--- config.mk ---
export PLATFORM = sky130hd
export DESIGN_NAME = core_debug_regfile_window
export DESIGN_NICKNAME = d
export VERILOG_FILES = /design/src/dbg_window_pkg.sv /design/src/core_debug_regfile_window.sv
export SDC_FILE = /design/constraint.sdc
export NUM_CORES = 1
export LEC_CHECK = 0
export BUFFER_PORTS_ARGS = -buffer_cell sky130_fd_sc_hd__buf_2
export CORE_MARGIN = 1
export CORE_UTILIZATION = 40
export DETAILED_ROUTE_END_ITERATION = 12
export PLACE_DENSITY = 0.71
export SYNTH_ARGS = -nofsm -noshare
export SYNTH_HDL_FRONTEND = slang
export SYNTH_SLANG_ARGS = --single-unit
--- constraint.sdc ---
create_clock -name mclk_in -period 4.7 [get_ports mclk_in]
set_input_delay 0.235 -clock mclk_in [delete_from_list [all_inputs] [get_ports mclk_in]]
set_output_delay 0.235 -clock mclk_in [all_outputs]
set_load 0.01 [all_outputs]
--- src/dbg_window_pkg.sv ---
// Shared constants and carrier types for the debug register-file window
package dbg_window_pkg;

  // ----------------------------------------------------------------
  // Widths and counts
  // ----------------------------------------------------------------
  localparam int DATA_W = 32;
  localparam int ADDR_W = 8;
  localparam int ENTRY_COUNT = 4;
  localparam int IDX_W = 2;

  // ----------------------------------------------------------------
  // Register byte offsets
  // ----------------------------------------------------------------
  localparam logic [ADDR_W-1:0] OFS_WORD_EIGHT = 8'h20;
  localparam logic [ADDR_W-1:0] OFS_WORD_NINE = 8'h24;
  localparam logic [ADDR_W-1:0] OFS_WORD_TEN = 8'h28;
  localparam logic [ADDR_W-1:0] OFS_WORD_ELEVEN = 8'h2c;

  // ----------------------------------------------------------------
  // Reset values and entry indices
  // ----------------------------------------------------------------
  localparam logic [DATA_W-1:0] WORD_RESET = 32'h0000_0000;
  localparam logic [DATA_W-1:0] READ_IDLE = 32'h0000_0000;
  localparam logic [IDX_W-1:0] IDX_EIGHT = 2'h0;
  localparam logic [IDX_W-1:0] IDX_NINE = 2'h1;
  localparam logic [IDX_W-1:0] IDX_TEN = 2'h2;
  localparam logic [IDX_W-1:0] IDX_ELEVEN = 2'h3;
  localparam logic [IDX_W-1:0] PULSE_ENTRY_DEFAULT = 2'h3;

  // ----------------------------------------------------------------
  // Carrier types
  // ----------------------------------------------------------------
  typedef struct packed {
    logic wr;
    logic rd;
    logic [ADDR_W-1:0] addr;
    logic [DATA_W-1:0] wdata;
  } dbg_req_t;

  typedef struct packed {
    logic en;
    logic [IDX_W-1:0] idx;
    logic [DATA_W-1:0] data;
  } core_wr_t;

  typedef struct packed {
    logic [DATA_W-1:0] eleven;
    logic [DATA_W-1:0] ten;
    logic [DATA_W-1:0] nine;
    logic [DATA_W-1:0] eight;
  } regfile_view_t;

endpackage

--- src/core_debug_regfile_window.sv ---
// Debug window onto core register-file words eight to eleven
//
// Added by the designer: the plain strobed port.
`timescale 1ns/1ps
// Functional notes
// - Debug accesses inspect and modify halted core state
// - Read returns full 32-bit register contents
// - Debug access equals core instruction access, effects included
// - Writes to output pin register fire pulse
// - Entries eight to eleven at 20h..2Ch
// - Each entry 32-bit read/write, zero after reset
module core_debug_regfile_window #(
  parameter logic [dbg_window_pkg::IDX_W-1:0] PULSE_ENTRY =
    dbg_window_pkg::PULSE_ENTRY_DEFAULT
) (
  input wire logic mclk_in,
  input wire logic rstn_in,
  input wire dbg_window_pkg::dbg_req_t dbg_req_in,
  input wire dbg_window_pkg::core_wr_t core_wr_in,
  output logic [dbg_window_pkg::DATA_W-1:0] rdata_out,
  output dbg_window_pkg::regfile_view_t regfile_out,
  output logic [dbg_window_pkg::DATA_W-1:0] output_pin_register_out,
  output logic pulse_out
);

  // ----------------------------------------------------------------
  // Reset release
  // ----------------------------------------------------------------
  logic rst_meta_n;
  logic rst_n;
  logic next_rst_meta_n;
  logic next_rst_n;

  // Two stages so a release near the edge never reaches the logic half-set
  always_comb begin
    next_rst_meta_n = 1'b1;
    next_rst_n = rst_meta_n;
  end

  always_ff @(posedge mclk_in or negedge rstn_in) begin
    if (!rstn_in) begin
      rst_meta_n <= 1'b0;
      rst_n <= 1'b0;
    end else begin
      rst_meta_n <= next_rst_meta_n;
      rst_n <= next_rst_n;
    end
  end

  // ----------------------------------------------------------------
  // Address decode
  // ----------------------------------------------------------------
  logic hit;
  logic [dbg_window_pkg::IDX_W-1:0] hit_idx;

  always_comb begin
    hit = 1'b1;
    hit_idx = dbg_window_pkg::IDX_EIGHT;
    if (dbg_req_in.addr == dbg_window_pkg::OFS_WORD_EIGHT) begin
      hit_idx = dbg_window_pkg::IDX_EIGHT;
    end else if (dbg_req_in.addr == dbg_window_pkg::OFS_WORD_NINE) begin
      hit_idx = dbg_window_pkg::IDX_NINE;
    end else if (dbg_req_in.addr == dbg_window_pkg::OFS_WORD_TEN) begin
      hit_idx = dbg_window_pkg::IDX_TEN;
    end else if (dbg_req_in.addr == dbg_window_pkg::OFS_WORD_ELEVEN) begin
      hit_idx = dbg_window_pkg::IDX_ELEVEN;
    end else begin
      hit = 1'b0;
    end
  end

  logic dbg_wr_hit;
  logic dbg_rd_hit;
  assign dbg_wr_hit = dbg_req_in.wr && hit;
  assign dbg_rd_hit = dbg_req_in.rd && hit;

  // ----------------------------------------------------------------
  // Register file words, read data and pulse
  // ----------------------------------------------------------------
  logic [dbg_window_pkg::DATA_W-1:0] words [dbg_window_pkg::ENTRY_COUNT];
  logic [dbg_window_pkg::DATA_W-1:0]
    next_words [dbg_window_pkg::ENTRY_COUNT];
  logic [dbg_window_pkg::DATA_W-1:0] next_rdata;
  logic next_pulse;

  // Debug write wins a same-cycle clash; the core should be halted anyway
  always_comb begin
    next_words = words;
    next_pulse = 1'b0;
    if (dbg_wr_hit) begin
      next_words[hit_idx] = dbg_req_in.wdata;
      next_pulse = (hit_idx == PULSE_ENTRY);
    end else if (core_wr_in.en) begin
      next_words[core_wr_in.idx] = core_wr_in.data;
      next_pulse = (core_wr_in.idx == PULSE_ENTRY);
    end
  end

  // Read data live for one cycle only; unmapped reads return zero
  always_comb begin
    next_rdata = dbg_window_pkg::READ_IDLE;
    if (dbg_rd_hit) begin
      next_rdata = words[hit_idx];
    end
  end

  always_ff @(posedge mclk_in or negedge rst_n) begin
    if (!rst_n) begin
      for (int i = 0; i < dbg_window_pkg::ENTRY_COUNT; i++) begin
        words[i] <= dbg_window_pkg::WORD_RESET;
      end
      rdata_out <= dbg_window_pkg::READ_IDLE;
      pulse_out <= 1'b0;
    end else begin
      words <= next_words;
      rdata_out <= next_rdata;
      pulse_out <= next_pulse;
    end
  end

  assign regfile_out.eight = words[dbg_window_pkg::IDX_EIGHT];
  assign regfile_out.nine = words[dbg_window_pkg::IDX_NINE];
  assign regfile_out.ten = words[dbg_window_pkg::IDX_TEN];
  assign regfile_out.eleven = words[dbg_window_pkg::IDX_ELEVEN];
  assign output_pin_register_out = words[PULSE_ENTRY];
endmodule // core_debug_regfile_window

After elaboration in Yosys (flattened, before gate mapping)
Cells that the tools add are included.

word-level totals
  word-level logic and storage cells = 47
  output and inout bits = 193
  register bits = 163
  bits of input ports = 79

cells by class
  reductions and logical operators = 5
  eq/ne operators = 6
  bitwise logic cells = 2
  mux-type cells = 22
  magnitude comparators = 4

operators with widths
  kind                                                                          number
  128-bit bitwise mux                                                           2
  128-bit two-way mux                                                           2
  32-bit two-way mux                                                            5
  32-bit demux with 2-bit select                                                2
  32-bit binary-select mux with 2-bit select                                    1
  8-bit by 6-bit equality test with 1-bit output, second input constant         4
  2-bit two-way mux                                                             4
  3-bit >= comparator, second input constant                                    2
  3-bit by 1-bit less-than comparator with 1-bit output, second input constant  2
  1-bit two-way mux                                                             6
  2-bit inverter with 3-bit output                                              2
  2-bit equality test, second input constant                                    2
  1-bit logical AND                                                             4
  2-bit nonzero test                                                            1

Logic depth before layout (Yosys ltp)
Gate-level depths: netlist of the first run.

  word-level depth = 12
  mapped depth = 6

Worst setup path after synthesis of the first run
OpenSTA, ideal clock, no wires.

  path kind = input to register
  start = input dbg_req_in[35] in the netlist's numbering
  end = register rdata_out[10] in the netlist's numbering
  stages on the path = 4
  slack = 3.331 ns
  data arrival time = 1.237 ns
  cell sequence = buf_4 -> buf_4 -> mux4_2 -> nor2b_1

between the ends
  longest elaborated chain between the ends = 10
  elaborated cells between the ends (all ways) = 18
  classes of those cells = 4 x eq/ne; 12 x mux; 1 x bitwise; 1 x reduce/logical

ends and longest elaborated chain
  what                                                    RTL line                          RTL
  start, declared                                         core_debug_regfile_window.sv:18   input wire dbg_window_pkg::dbg_req_t dbg_req_in,
  8-bit by 6-bit equality test with 1-bit output          core_debug_regfile_window.sv:65   end else if (dbg_req_in.addr == dbg_window_pkg::OFS_WORD_ELEVEN) begin
  2-bit two-way mux                                       core_debug_regfile_window.sv:65
  2-bit two-way mux                                       core_debug_regfile_window.sv:63   end else if (dbg_req_in.addr == dbg_window_pkg::OFS_WORD_TEN) begin
  2-bit two-way mux                                       core_debug_regfile_window.sv:61   end else if (dbg_req_in.addr == dbg_window_pkg::OFS_WORD_NINE) begin
  2-bit two-way mux                                       core_debug_regfile_window.sv:59   if (dbg_req_in.addr == dbg_window_pkg::OFS_WORD_EIGHT) begin
  2-bit inverter with 3-bit output (not written as such)  core_debug_regfile_window.sv:103  next_rdata = words[hit_idx];
  32-bit binary-select mux with 2-bit select              core_debug_regfile_window.sv:103
  32-bit two-way mux (not written as such) (2 in a row)   core_debug_regfile_window.sv:103
  32-bit two-way mux (*)                                  core_debug_regfile_window.sv:102  if (dbg_rd_hit) begin
  named net next_rdata, one bit                           core_debug_regfile_window.sv:83   logic [dbg_window_pkg::DATA_W-1:0] next_rdata;
  end signal, assigned                                    core_debug_regfile_window.sv:112  rdata_out <= dbg_window_pkg::READ_IDLE;
  end signal, assigned                                    core_debug_regfile_window.sv:116  rdata_out <= next_rdata;
  end, declared                                           core_debug_regfile_window.sv:20   output logic [dbg_window_pkg::DATA_W-1:0] rdata_out,

Mark *: on every way through the listed nets, which the timed path passes. The rest lies on a longest branch. The select of a mux whose other input is x is not followed.
A chain may end at the register's enable or synchronous reset.

Worst setup path in the final report of the first run
  start = input dbg_req_in[35] in the netlist's numbering
  end = register words (netlist bit regfile_out[71])

between the ends
  longest elaborated chain between the ends = 12
  elaborated cells between the ends (all ways) = 22
  classes of those cells = 2 x order compare; 4 x eq/ne; 12 x mux; 1 x bitwise; 3 x reduce/logical

ends and longest elaborated chain
  what                                                                                                                RTL line                          RTL
  8-bit by 6-bit equality test with 1-bit output                                                                      core_debug_regfile_window.sv:65
  2-bit two-way mux                                                                                                   core_debug_regfile_window.sv:65
  2-bit two-way mux                                                                                                   core_debug_regfile_window.sv:63
  2-bit two-way mux                                                                                                   core_debug_regfile_window.sv:61
  2-bit two-way mux                                                                                                   core_debug_regfile_window.sv:59
  2-bit inverter with 3-bit output (not written as such)                                                              core_debug_regfile_window.sv:91   next_words[hit_idx] = dbg_req_in.wdata;
  3-bit >= comparator (not written as such) or 3-bit by 1-bit less-than comparator with 1-bit output (tied branches)  core_debug_regfile_window.sv:91
  1-bit logical AND (not written as such)                                                                             core_debug_regfile_window.sv:91
  32-bit two-way mux (not written as such)                                                                            core_debug_regfile_window.sv:91
  32-bit demux with 2-bit select                                                                                      core_debug_regfile_window.sv:91
  128-bit bitwise mux                                                                                                 core_debug_regfile_window.sv:91
  128-bit two-way mux                                                                                                 core_debug_regfile_window.sv:90   if (dbg_wr_hit) begin
  end signal, assigned by index                                                                                       core_debug_regfile_window.sv:110  words[i] <= dbg_window_pkg::WORD_RESET;
  end signal, assigned                                                                                                core_debug_regfile_window.sv:115  words <= next_words;
  end, declared                                                                                                       core_debug_regfile_window.sv:80   logic [dbg_window_pkg::DATA_W-1:0] words [dbg_window_pkg::ENTRY_COUNT];

Several ways; a longest one is shown, not always the timed one.

==> results list, run 1 <==
- The worst setup path is launched from an input port.
* Count of fill cells added during filler insertion: between 2,000 and 2,500
- Of all nets on the critical path, the largest fanout is 17.
- Synthesis produced 711 cells.
- Global routing used between 4 and 5% of the available met3 tracks.
- Core box area: between 20,000 and 25,000 sq um
* CTS tree: built
* Sw power: between 1.5 and 2 mW
- Final hold violation count: 0
- The area growth from synthesis to layout is 19.72%.
* Switch share: ~33%
- The number of antenna violations at the first check in global routing came to 2.
* Number of port buffers: around 270
- After detailed routing, the average wire length per cell comes to approximately 21 um.
* Global-route total usage across every layer: between 20% and 30%
* Mapped Avg Cell Area: 13.50 sq um
- Clock network fraction of total power: between 30% and 40%
- For this run the aggregate overflow at the end of global routing stands at 0.
* Number of violations of the max-capacitance limit: 0
- Setup violations remaining at the end of the flow were counted as 0.
- Slowest stage cell, crit path: sky130_fd_sc_hd__nor2b_4
- The share of the Yosys chip area taken by registers is between 40% and 50%.
- STA classifies the critical path endpoint as a flop.
* Clock period minus worst slack: around 2.2 ns
- Most common library cell in the layout ignoring fill and taps: sky130_fd_sc_hd__mux2i_1
- For the worst setup path, the data required time is roughly 5 ns.
- By area the synthesized netlist is led by sky130_fd_sc_hd__dfrtp_1 (43%), sky130_fd_sc_hd__mux2i_1 (40%), sky130_fd_sc_hd__mux4_2 (7.5%).
- Entering global routing, the biggest net connects 80 pins.
* Cell family contributing the most delay on the critical path: buffers and inverters
- Reported leakage power: between 6 and 7 nW
* Combined area of all synthesized cells: 9595 sq um
- The worst path uses between 40% and 50% of the clock period.
* Cts repair resizes: 0
- Run status: completed
* Count of buffer and inverter cells on the critical path: 2
* CTS clk-pin slew, worst paths: 0.07 ns
- Power per unit of standard cell area: 397.0 nW/um^2
* Fin Clk Skew: around 0.012 ns
- Setup repair after global routing left no endpoint under its margin.
- Design area: between 10,000 and 15,000 sq um
- Most area-hungry cell type in the Yosys netlist: sky130_fd_sc_hd__dfrtp_1
- Post-synthesis net count: 790
- Clock tree synthesis found a total of ~160 sinks.
- The worst pin sits at a relative slew slack of 32.87%.
- Setup slack of the most critical reg-to-reg path: between 3 and 4 ns
* Vias in the first global route: around 7,000
* Post-CTS Setup Bufs: 0
- In this run, the number of DRC markers left after iteration 0 of detailed routing was 232.
* Fraction of power consumed by sequential logic: roughly 42%
* DIE WIDTH: between 150 and 200 um
- The max-slew violation count is 0.
- Once the floorplan was initialized, standard cells occupied between 40% and 50% of the core.
- Setup TNS after final layout: 0 ns
- The number of hold buffers added after CTS was 1.
- Maximum ir drop on the vdd rail: between 0.15 and 0.2 mV
* Instance area at placement: between 10,000 and 15,000 sq um
- Aggregate routed wire length: between 20,000 and 30,000 um
- Detailed placer's ending HPWL: ~17,000 um
- Worst Hold Margin: approximately 0.13 ns
- Vertical die dimension: around 160 um
* Class of the tightest hold or removal check: input port to asynchronous set/reset pin
- Worst path most repeated cell: sky130_fd_sc_hd__mux2i_1
* Share of post-route cells with drive strength above 1: a little under two fifths
- The number of clock buffers added by TritonCTS is 17.
- The netlist uses 17 different library cells.
- Grt peak-use layer: met2
- At the worst endpoint, the arrival time is between 2 and 2.5 ns.
* Worst-path cell chain: buf_2 -> nor2b_4 -> buf_4 -> mux2i_1 -> mux2i_1
- FP Rows: 56
- Final weighted congestion in routability-driven placement: between 0.7 and 0.8
- For this block, the via count after detailed routing is roughly 6,800.
- Wire length of the first global-routing pass: 41,120 um
- The tree is rooted in a sky130_fd_sc_hd__clkbuf_16.
- Measured on the finished design, the core utilization comes to between 40% and 50%.
* Cell internal power dissipation: roughly 3.0 mW
- DR vias/cell: 5.387
- Post-synth top area share: roughly 43%
- Met1 GRT Util: ~29%
* Final Net Count: 1,010
- After detailed routing, the number of remaining DRC violations is 0.
* Area of the die: 24,610 sq um
- No sink is reached through more buffers than the 2 on the longest clock path.
* Maximum frequency from static timing analysis: between 400 and 500 MHz
- In this run the remaining antenna-violating nets after routing total 0.
- #FFs+latches synth: ~160
* Num ports: approximately 270
- Count of H-tree levels built during CTS: 4
- For this run, global-route usage on met2 was measured as 36.87%.
- Combinational cells account for 26.8% of the total power.
* Peak per-stage delay on the critical path: between 0.8 and 0.9 ns
- Total number of yosys warnings: 0
- The worst setup path is of the input port to flop kind.
* Insertion delay to the later sink of the worst-skew pair: 0.42 ns
* Power Total: approximately 4.6 mW
- Before antenna repair, the detailed router went through 4 iterations.
- The top cell types in the final layout, fill and taps aside, are sky130_fd_sc_hd__mux2i_1 (385), sky130_fd_sc_hd__buf_2 (271), sky130_fd_sc_hd__dfrtp_1 (162).
- Transition at the pin with the smallest max-transition slack: 1.006 ns
-- cells by family after synthesis --
kind of cell	after synthesis	share of synthesized area, %
mux	417	47.67
flops	163	42.51
simple gates	44	3.090
other cells	1	0.03908
buf+inv	86	6.689
-- power by group through the flow --
stage / logic (mW) / clock network [mW] / registers (mW)
after global routing: 1.34 / 1.50 / 1.96
after detailed placement: 1.23 / 0 / 1.94
after floorplan: 0.706 / 0 / 2.00
final: 1.22 / 1.42 / 1.92
after CTS: 1.24 / 1.45 / 1.92
after global placement: 1.20 / 0 / 1.93
-- through the flow --
stage,std cells,worst slack [ns]
floorplan,711,2.003
global placement,1230,2.113
detailed placement,1230,2.030
CTS,1263,2.490
global route,1265,2.388
finish,1265,2.509
-- final cells by class --
type | instances | area [sq um] | area share, %
well taps | 319 | 399.1 | 3.475
flip-flops and latches | 163 | 4083 | 35.54
diodes | 2 | 5.005 | 0.04357
multi-input cells | 462 | 4913 | 42.77
clock inverters | 14 | 153.9 | 1.340
repair buffers | 287 | 1504 | 13.09
clock buffers | 18 | 429.2 | 3.736
-- flip-flops by register name (all words and copies together) (netlist names) --
name / cells
next_rst_n: 1
output_pin_register_out: 32
pulse_out: 1
rdata_out: 32
regfile_out: 96
rst_n: 1
-- per-layer routing --
metal / vias up / share of wire (%)
met5: - / 0
met4: 0 / 1.5
met3: 27 / 4.4
met2: 211 / 50
met1: 3545 / 44
li1: 3032 / -
-- path summary, 6_finish.rpt --
kind	start	endpoint	cells after the start
worst max-delay path	dbg_req_in[35]	regfile_out[71]	5
worst min-delay path	rstn_in	rst_n	2
worst max register to register	rst_n	rdata_out[8]	1
worst min register to register	rst_n	regfile_out[93]	0
max in group asynchronous	rst_n	rdata_out[8]	1
min in group mclk_in	dbg_req_in[3]	output_pin_register_out[3]	3
-- cell usage after synthesis (all sizes together) --
cell and number:
nor4b 1, nor2b 34, nand2 1, buf 83, dfrtp 163, mux4 32, mux2i 385, nand3b 2
nor2 2, nor3b 1, clkbuf 3, conb 1, nand3 3
No activity file was read; power rests on OpenSTA's default activity.
==> run 2, diff against run 1 <==
==> constraint.sdc (replaced) <==
create_clock -name mclk_in -period 1.88 [get_ports mclk_in]
set_input_delay 0.094 -clock mclk_in [delete_from_list [all_inputs] [get_ports mclk_in]]
set_output_delay 0.094 -clock mclk_in [all_outputs]
set_load 0.01 [all_outputs]
==> results list, run 2 (same netlist as run 1, synthesis figures left out) <==
- Leaving out fill and tap cells, the most frequent cell in the layout is sky130_fd_sc_hd__mux2i_1.
- DIE WIDTH: between 150 and 200 um
- RSZ-0062 raised after global routing: false
- Count of fill cells added during filler insertion: 2,081
* Setup crit start kind: flop
- The floorplan step defined a die boundary enclosing roughly 25,000 sq um.
- Traced cell by cell, the critical path runs through mux4_2 -> nor2b_1.
- Starting density of the core: 40.88%
- CTS tree: built
* Critical path start-end classification: flop to flop
- Aggregate routed wire length: 26,610 um
- Largest fanout on the critical path: 5
- The core region is 23,470 sq um.
* Peak per-stage delay on the critical path: between 0.4 and 0.5 ns
* Instance area at placement: between 10,000 and 15,000 sq um
* Vertical die dimension: between 150 and 200 um
- Routed via count: 6,886
- Number of violations of the max-capacitance limit: 0
* Final Slew Violations: 0
* Setup TNS after final layout: 0 ns
- The post-route netlist has around two fifths of its cells at a drive strength greater than 1.
- FP Rows: 56
- Cells after DPL: about 1,200
* Power Total: 11.51 mW
* Nature of the critical path endpoint: flop
- The final layout contains roughly 1,000 nets.
- Final hold violation count: 0
* 1st-pass router iterations: 4
- CTS Buffer Depth: 2
- Clock buffer count from CTS: 17
- Post-route clock period utilization: a little under two thirds
- Fin Clk Skew: 0.01105 ns
- Post-CTS Setup Bufs: 0
- At the end of routability-driven placement, the weighted congestion stood at around 0.76.
- Summed over all layers, the global routing overflow is 0.
- Dividing the detail-routed via count by the number of cells gives between 5 and 6.
* Number of design-rule violations left by the first detailed-router iteration: between 300 and 400
- Transition at the pin with the smallest max-transition slack: between 0.5 and 0.6 ns
- Cts repair resizes: 0
- Once layout is done, the placed cells without fillers occupy between 10,000 and 15,000 sq um.
* Vias in the first global route: between 7,000 and 8,000
* Relative slew slack: 61.75%
- Summed over all nets, the half-perimeter wirelength after detailed placement is between 15,000 and 20,000 um.
- The register with the most flip-flops in the layout has 96 of them.
- Cell family contributing the most delay on the critical path: multiplexers
- Insertion delay to the later sink of the worst-skew pair: around 0.42 ns
- Final setup fails: 0
- Counting both buffers and inverters, the worst setup path holds a total of 0.
- CTS clk-pin slew, worst paths: around 0.07 ns
- Filler-free cell count of the finished design: 1,288
- Maximum ir drop on the vdd rail: 0.5600 mV
- CTS sink count: 163
- Maximum frequency from static timing analysis: 839.3 MHz
- Area growth from synthesis to layout: 23.21%
- Initial antenna violation count: 3
- Entering global routing, the biggest net connects a little over 90 pins.
* Final Util: between 50% and 60%
* Clock period minus worst slack: about 1.2 ns
* Class of the tightest hold or removal check: input port to flop
- Slowest stage cell, crit path: sky130_fd_sc_hd__mux4_2
* Global-route total usage across every layer: approximately 22%
* Reported leakage power: between 6 and 7 nW
- The root buffer cell chosen for the clock tree is sky130_fd_sc_hd__clkbuf_16.
- STA puts the critical path data required time at ~2.2 ns.
- For this design the ratio of total power to cell area is slightly below 1000 nW/um^2.
* Mean routed wirelength per cell: approximately 21 um
- In the layout the commonest cells are sky130_fd_sc_hd__mux2i_1 (385), sky130_fd_sc_hd__buf_2 (271), sky130_fd_sc_hd__dfrtp_1 (162).
* Num ports: 272
- In the routed design, unresolved DRC markers number 0.
* Wire length of the first global-routing pass: 41,460 um
- Count of H-tree levels built during CTS: 4
* Number of port buffers: around 270
- The flow ran to the end, and the final reports show no timing, DRC or antenna violations.
* Arrival time of the worst setup path: roughly 1.5 ns
- The detail route stage leaves a number of antenna-violating nets equal to 0.
-- run 2: cell count changes in the layout (fill, tap and decap cells not counted) --
cell / change
sky130_fd_sc_hd__clkinv_2: -1
sky130_fd_sc_hd__inv_6: +4
sky130_fd_sc_hd__diode_2: +1
sky130_fd_sc_hd__buf_12: +10
sky130_fd_sc_hd__clkbuf_1: -1
sky130_fd_sc_hd__clkinv_4: +1
sky130_fd_sc_hd__dlygate4sd3_1: +12
sky130_fd_sc_hd__clkinvlp_4: -3
-- run 2: stage by stage --
step                      worst slack [ns]  hold WS (ns)
after CTS                           0.6762      0.001172
final                               0.6885       0.01104
after global placement              0.3546       -0.1210
after global routing                0.6299       0.01996
after floorplan                     0.1884       -0.2016
after detailed placement            0.3112       -0.1188
-- run 2: final timing paths --
| path | slack [ns] | startpoint | depth (start not counted) | endpoint |
|---|---|---|---|---|
| worst max-delay path | 0.69 | output_pin_register_out[31] | 2 | rdata_out[31] |
| worst min-delay path | 0.01 | dbg_req_in[1] | 3 | output_pin_register_out[1] |
| worst max register to register | 0.69 | output_pin_register_out[31] | 2 | rdata_out[31] |
| worst min register to register | 0.35 | rst_n | 1 | regfile_out[60] |
| max in group asynchronous | 1.06 | rst_n | 1 | rdata_out[16] |
| min in group asynchronous | 0.35 | rst_n | 1 | regfile_out[60] |
-- run 2: report_power, final --
| part | internal [mW] | total, mW | switching, mW |
|---|---|---|---|
| Sequential | 4.09 | 4.80 | 0.706 |
| Clock | 2.00 | 3.62 | 1.61 |
| Combinational | 1.60 | 3.10 | 1.50 |
-- run 2: final cells by class --
type	instances	area, sq um	share of cell area, %
antenna	3	7.507	0.06350
clock buffer	17	425.4	3.598
clock inverter	15	170.2	1.439
multi-input combinational	462	4913	41.56
sequential	163	4083	34.53
tap	319	399.1	3.376
timing repair buffer	309	1824	15.43
-- run 2: routing by layer --
layer	vias up	global-route usage (%)	share of wire [%]
li1	3076	-	-
met1	3591	28.12	44
met2	192	38.37	51
met3	25	4.514	4.4
met4	2	5.696	1.2
met5	-	0	0.030
-- run 2: worst register-to-register path, cell delays in order, from the launching register on --
cell	delay, ns
sky130_fd_sc_hd__dfrtp_1	0.43
sky130_fd_sc_hd__mux4_2	0.48
sky130_fd_sc_hd__nor2b_1	0.15
-- run 2: timing repair --
item | 4_1_cts | 5_1_grt
hold buffers | 13 | 0
endpoints found under the setup margin | 0 | 0
endpoints found under the hold margin | 18 | 0
==> run 3, diff against run 2 <==
==> constraint.sdc (replaced) <==
create_clock -name mclk_in -period 1 [get_ports mclk_in]
set_input_delay 0.05 -clock mclk_in [delete_from_list [all_inputs] [get_ports mclk_in]]
set_output_delay 0.05 -clock mclk_in [all_outputs]
set_load 0.01 [all_outputs]
==> results list, run 3 (same netlist as run 1, synthesis figures left out) <==
- Final Slew Violations: 0
- In this run the power density over the cells is 1753 nW/um^2.
- TritonCTS created 17 clock buffers.
* Num ports: about 270
- The root buffer cell chosen for the clock tree is sky130_fd_sc_hd__clkbuf_16.
* Number of design-rule violations left by the first detailed-router iteration: about 440
* CTS Buffer Depth: 2
- After clock tree synthesis, the clock-pin slew on the worst setup and hold paths is roughly 0.070 ns.
- DIE WIDTH: 156.9 um
- Aggregate routed wire length: 36,790 um
- In the final design database the tool counted roughly 1,400 nets.
- The library cell used most frequently in the layout, excluding fill and tap cells, is sky130_fd_sc_hd__buf_6.
- The routed design could run at a clock period as short as approximately 1.2 ns.
- Global routing consumed, over all layers together, between 20 and 30% of the routing resources.
- Count of H-tree levels built during CTS: 4
- Reported leakage power: around 9.0 nW
- The floorplan step defined a die boundary enclosing roughly 25,000 sq um.
- Summing all flip-flop and latch instances after layout gives ~4100 sq um.
- Across all hold checks on the routed design, the worst slack comes to 0.01786 ns.
- Required arrival time at the worst endpoint: between 1 and 1.5 ns
- Detailed placer's ending HPWL: between 20,000 and 25,000 um
- CTS tree: built
* Final setup fails: 255
* Critical path start-end classification: flop to flop
- Dividing the detail-routed via count by the number of cells gives 5.357.
- The number of antenna violations at the first check in global routing was 2.
* CTS sink count: ~160
- Class of the tightest hold or removal check: input port to flop
- Final weighted congestion in routability-driven placement: 0.7981
* Routed via count: approximately 8,600
* Largest fanout on the critical path: 2
- During placement, the flow inserted port buffers numbering between 200 and 300.
- FP Rows: 56
* Failing checks: negative setup slack
- Nature of the critical path endpoint: flop
* Setup crit start kind: flop
- Vias in the first global route: 9,512
* Most frequent cells in the layout: sky130_fd_sc_hd__buf_6 (412), sky130_fd_sc_hd__mux2i_1 (364), sky130_fd_sc_hd__dfrtp_1 (162)
- The core region is about 23,000 sq um.
- The final critical path takes up 121.8% of the cycle.
- After routing the design area is approximately 17,000 sq um.
- Maximum ir drop on the vdd rail: between 1 and 1.5 mV
* Overflow left after global routing: 0
* Final Util: between 70% and 80%
- Relative to the synthesized area, the layout overhead comes to 74.27%.
- Fin Clk Skew: about 0.013 ns
* Count of fill cells added during filler insertion: 1,446
* Area used by multi-input combinational logic: approximately 5200 sq um
- Starting density of the core: between 40% and 50%
- Data on the critical path arrives at its endpoint at approximately 1.5 ns.
* Instance area at placement: between 10,000 and 15,000 sq um
- Final hold violation count: 0
- Entering global routing, the biggest net connects between 60 and 70 pins.
- Number of violations of the max-capacitance limit: 0
- Number of antenna-violating nets in the routed design: 0
- The run finished, with violations left.
* 1st-pass router iterations: 6
* Vertical die dimension: roughly 160 um
- Share of post-route cells with drive strength above 1: between 50% and 60%
* Largest register FFs: 96
* Post-route worst setup slack: -0.2183 ns
- Setup repair after global routing could not meet its margin everywhere.
* DRC Markers: 0
* Insertion delay to the later sink of the worst-skew pair: ~0.43 ns
* Mean routed wirelength per cell: approximately 23 um
- Static timing analysis puts the maximum clock frequency at slightly above 800 MHz.
- Wire length of the first global-routing pass: roughly 53,000 um
==> run 3: final cells by class <==
type | count | area share [%]
Clock buffer | 19 | 2.649
Multi-Input combinational cell | 462 | 30.92
Clock inverter | 13 | 0.7557
Sequential cell | 163 | 24.41
Antenna cell | 2 | 0.02993
Tap cell | 319 | 2.387
Timing Repair Buffer | 631 | 38.85
==> run 3: worst paths after layout <==
check                                             from              end  slack [ns]  cells after the start
max                        output_pin_register_out[29]    rdata_out[29]       -0.22                      2
min reg2reg                                      rst_n  regfile_out[62]        0.37                      1
max reg2reg                output_pin_register_out[29]    rdata_out[29]       -0.22                      2
min in group asynchronous                        rst_n  regfile_out[62]        0.37                      1
max in group asynchronous                        rst_n  regfile_out[13]        0.28                      1
min                                     dbg_req_in[20]  regfile_out[84]        0.02                      3
==> run 3: per-stage QoR <==
stage / instances / setup slack, ns / setup TNS [ns] / total power, mW
5_1_grt: 1609 / -0.2262 / -34.68 / 30.45
3_3_place_gp: 1391 / -0.2815 / -40.99 / 16.53
6_report: 1609 / -0.2183 / -25.61 / 29.32
3_5_place_dp: 1391 / -0.3192 / -44.67 / 16.78
2_1_floorplan: 711 / -0.6916 / -118.24 / 12.74
4_1_cts: 1604 / -0.1557 / -23.84 / 27.80
==> run 3: critical path, stage by stage (launching register included) <==
cell and delay [ns]:
sky130_fd_sc_hd__dfrtp_1 0.43, sky130_fd_sc_hd__mux4_2 0.53, sky130_fd_sc_hd__nor2b_4 0.14
==> run 3: metal layers <==
| layer | share of wire [%] | GRT usage (%) |
|---|---|---|
| met1 | 38 | 33.40 |
| met2 | 53 | 52.17 |
| met3 | 5.0 | 4.957 |
| met4 | 3.5 | 13.49 |
| met5 | 0 | 0 |
==> run 3: power by group <==
part | internal [mW] | switching (mW) | total, mW
Combinational | 8.81 | 5.39 | 14.2
Sequential | 7.70 | 0.874 | 8.57
Clock | 3.54 | 3.02 | 6.55
==> run 3: repair_timing <==
action,in CTS,in global routing
hold buffers,64,0
endpoints found under the hold margin,118,0
setup endpoints to repair,204,333
gates cloned,0,0
gates resized for setup,331,152
buffers inserted,117,3
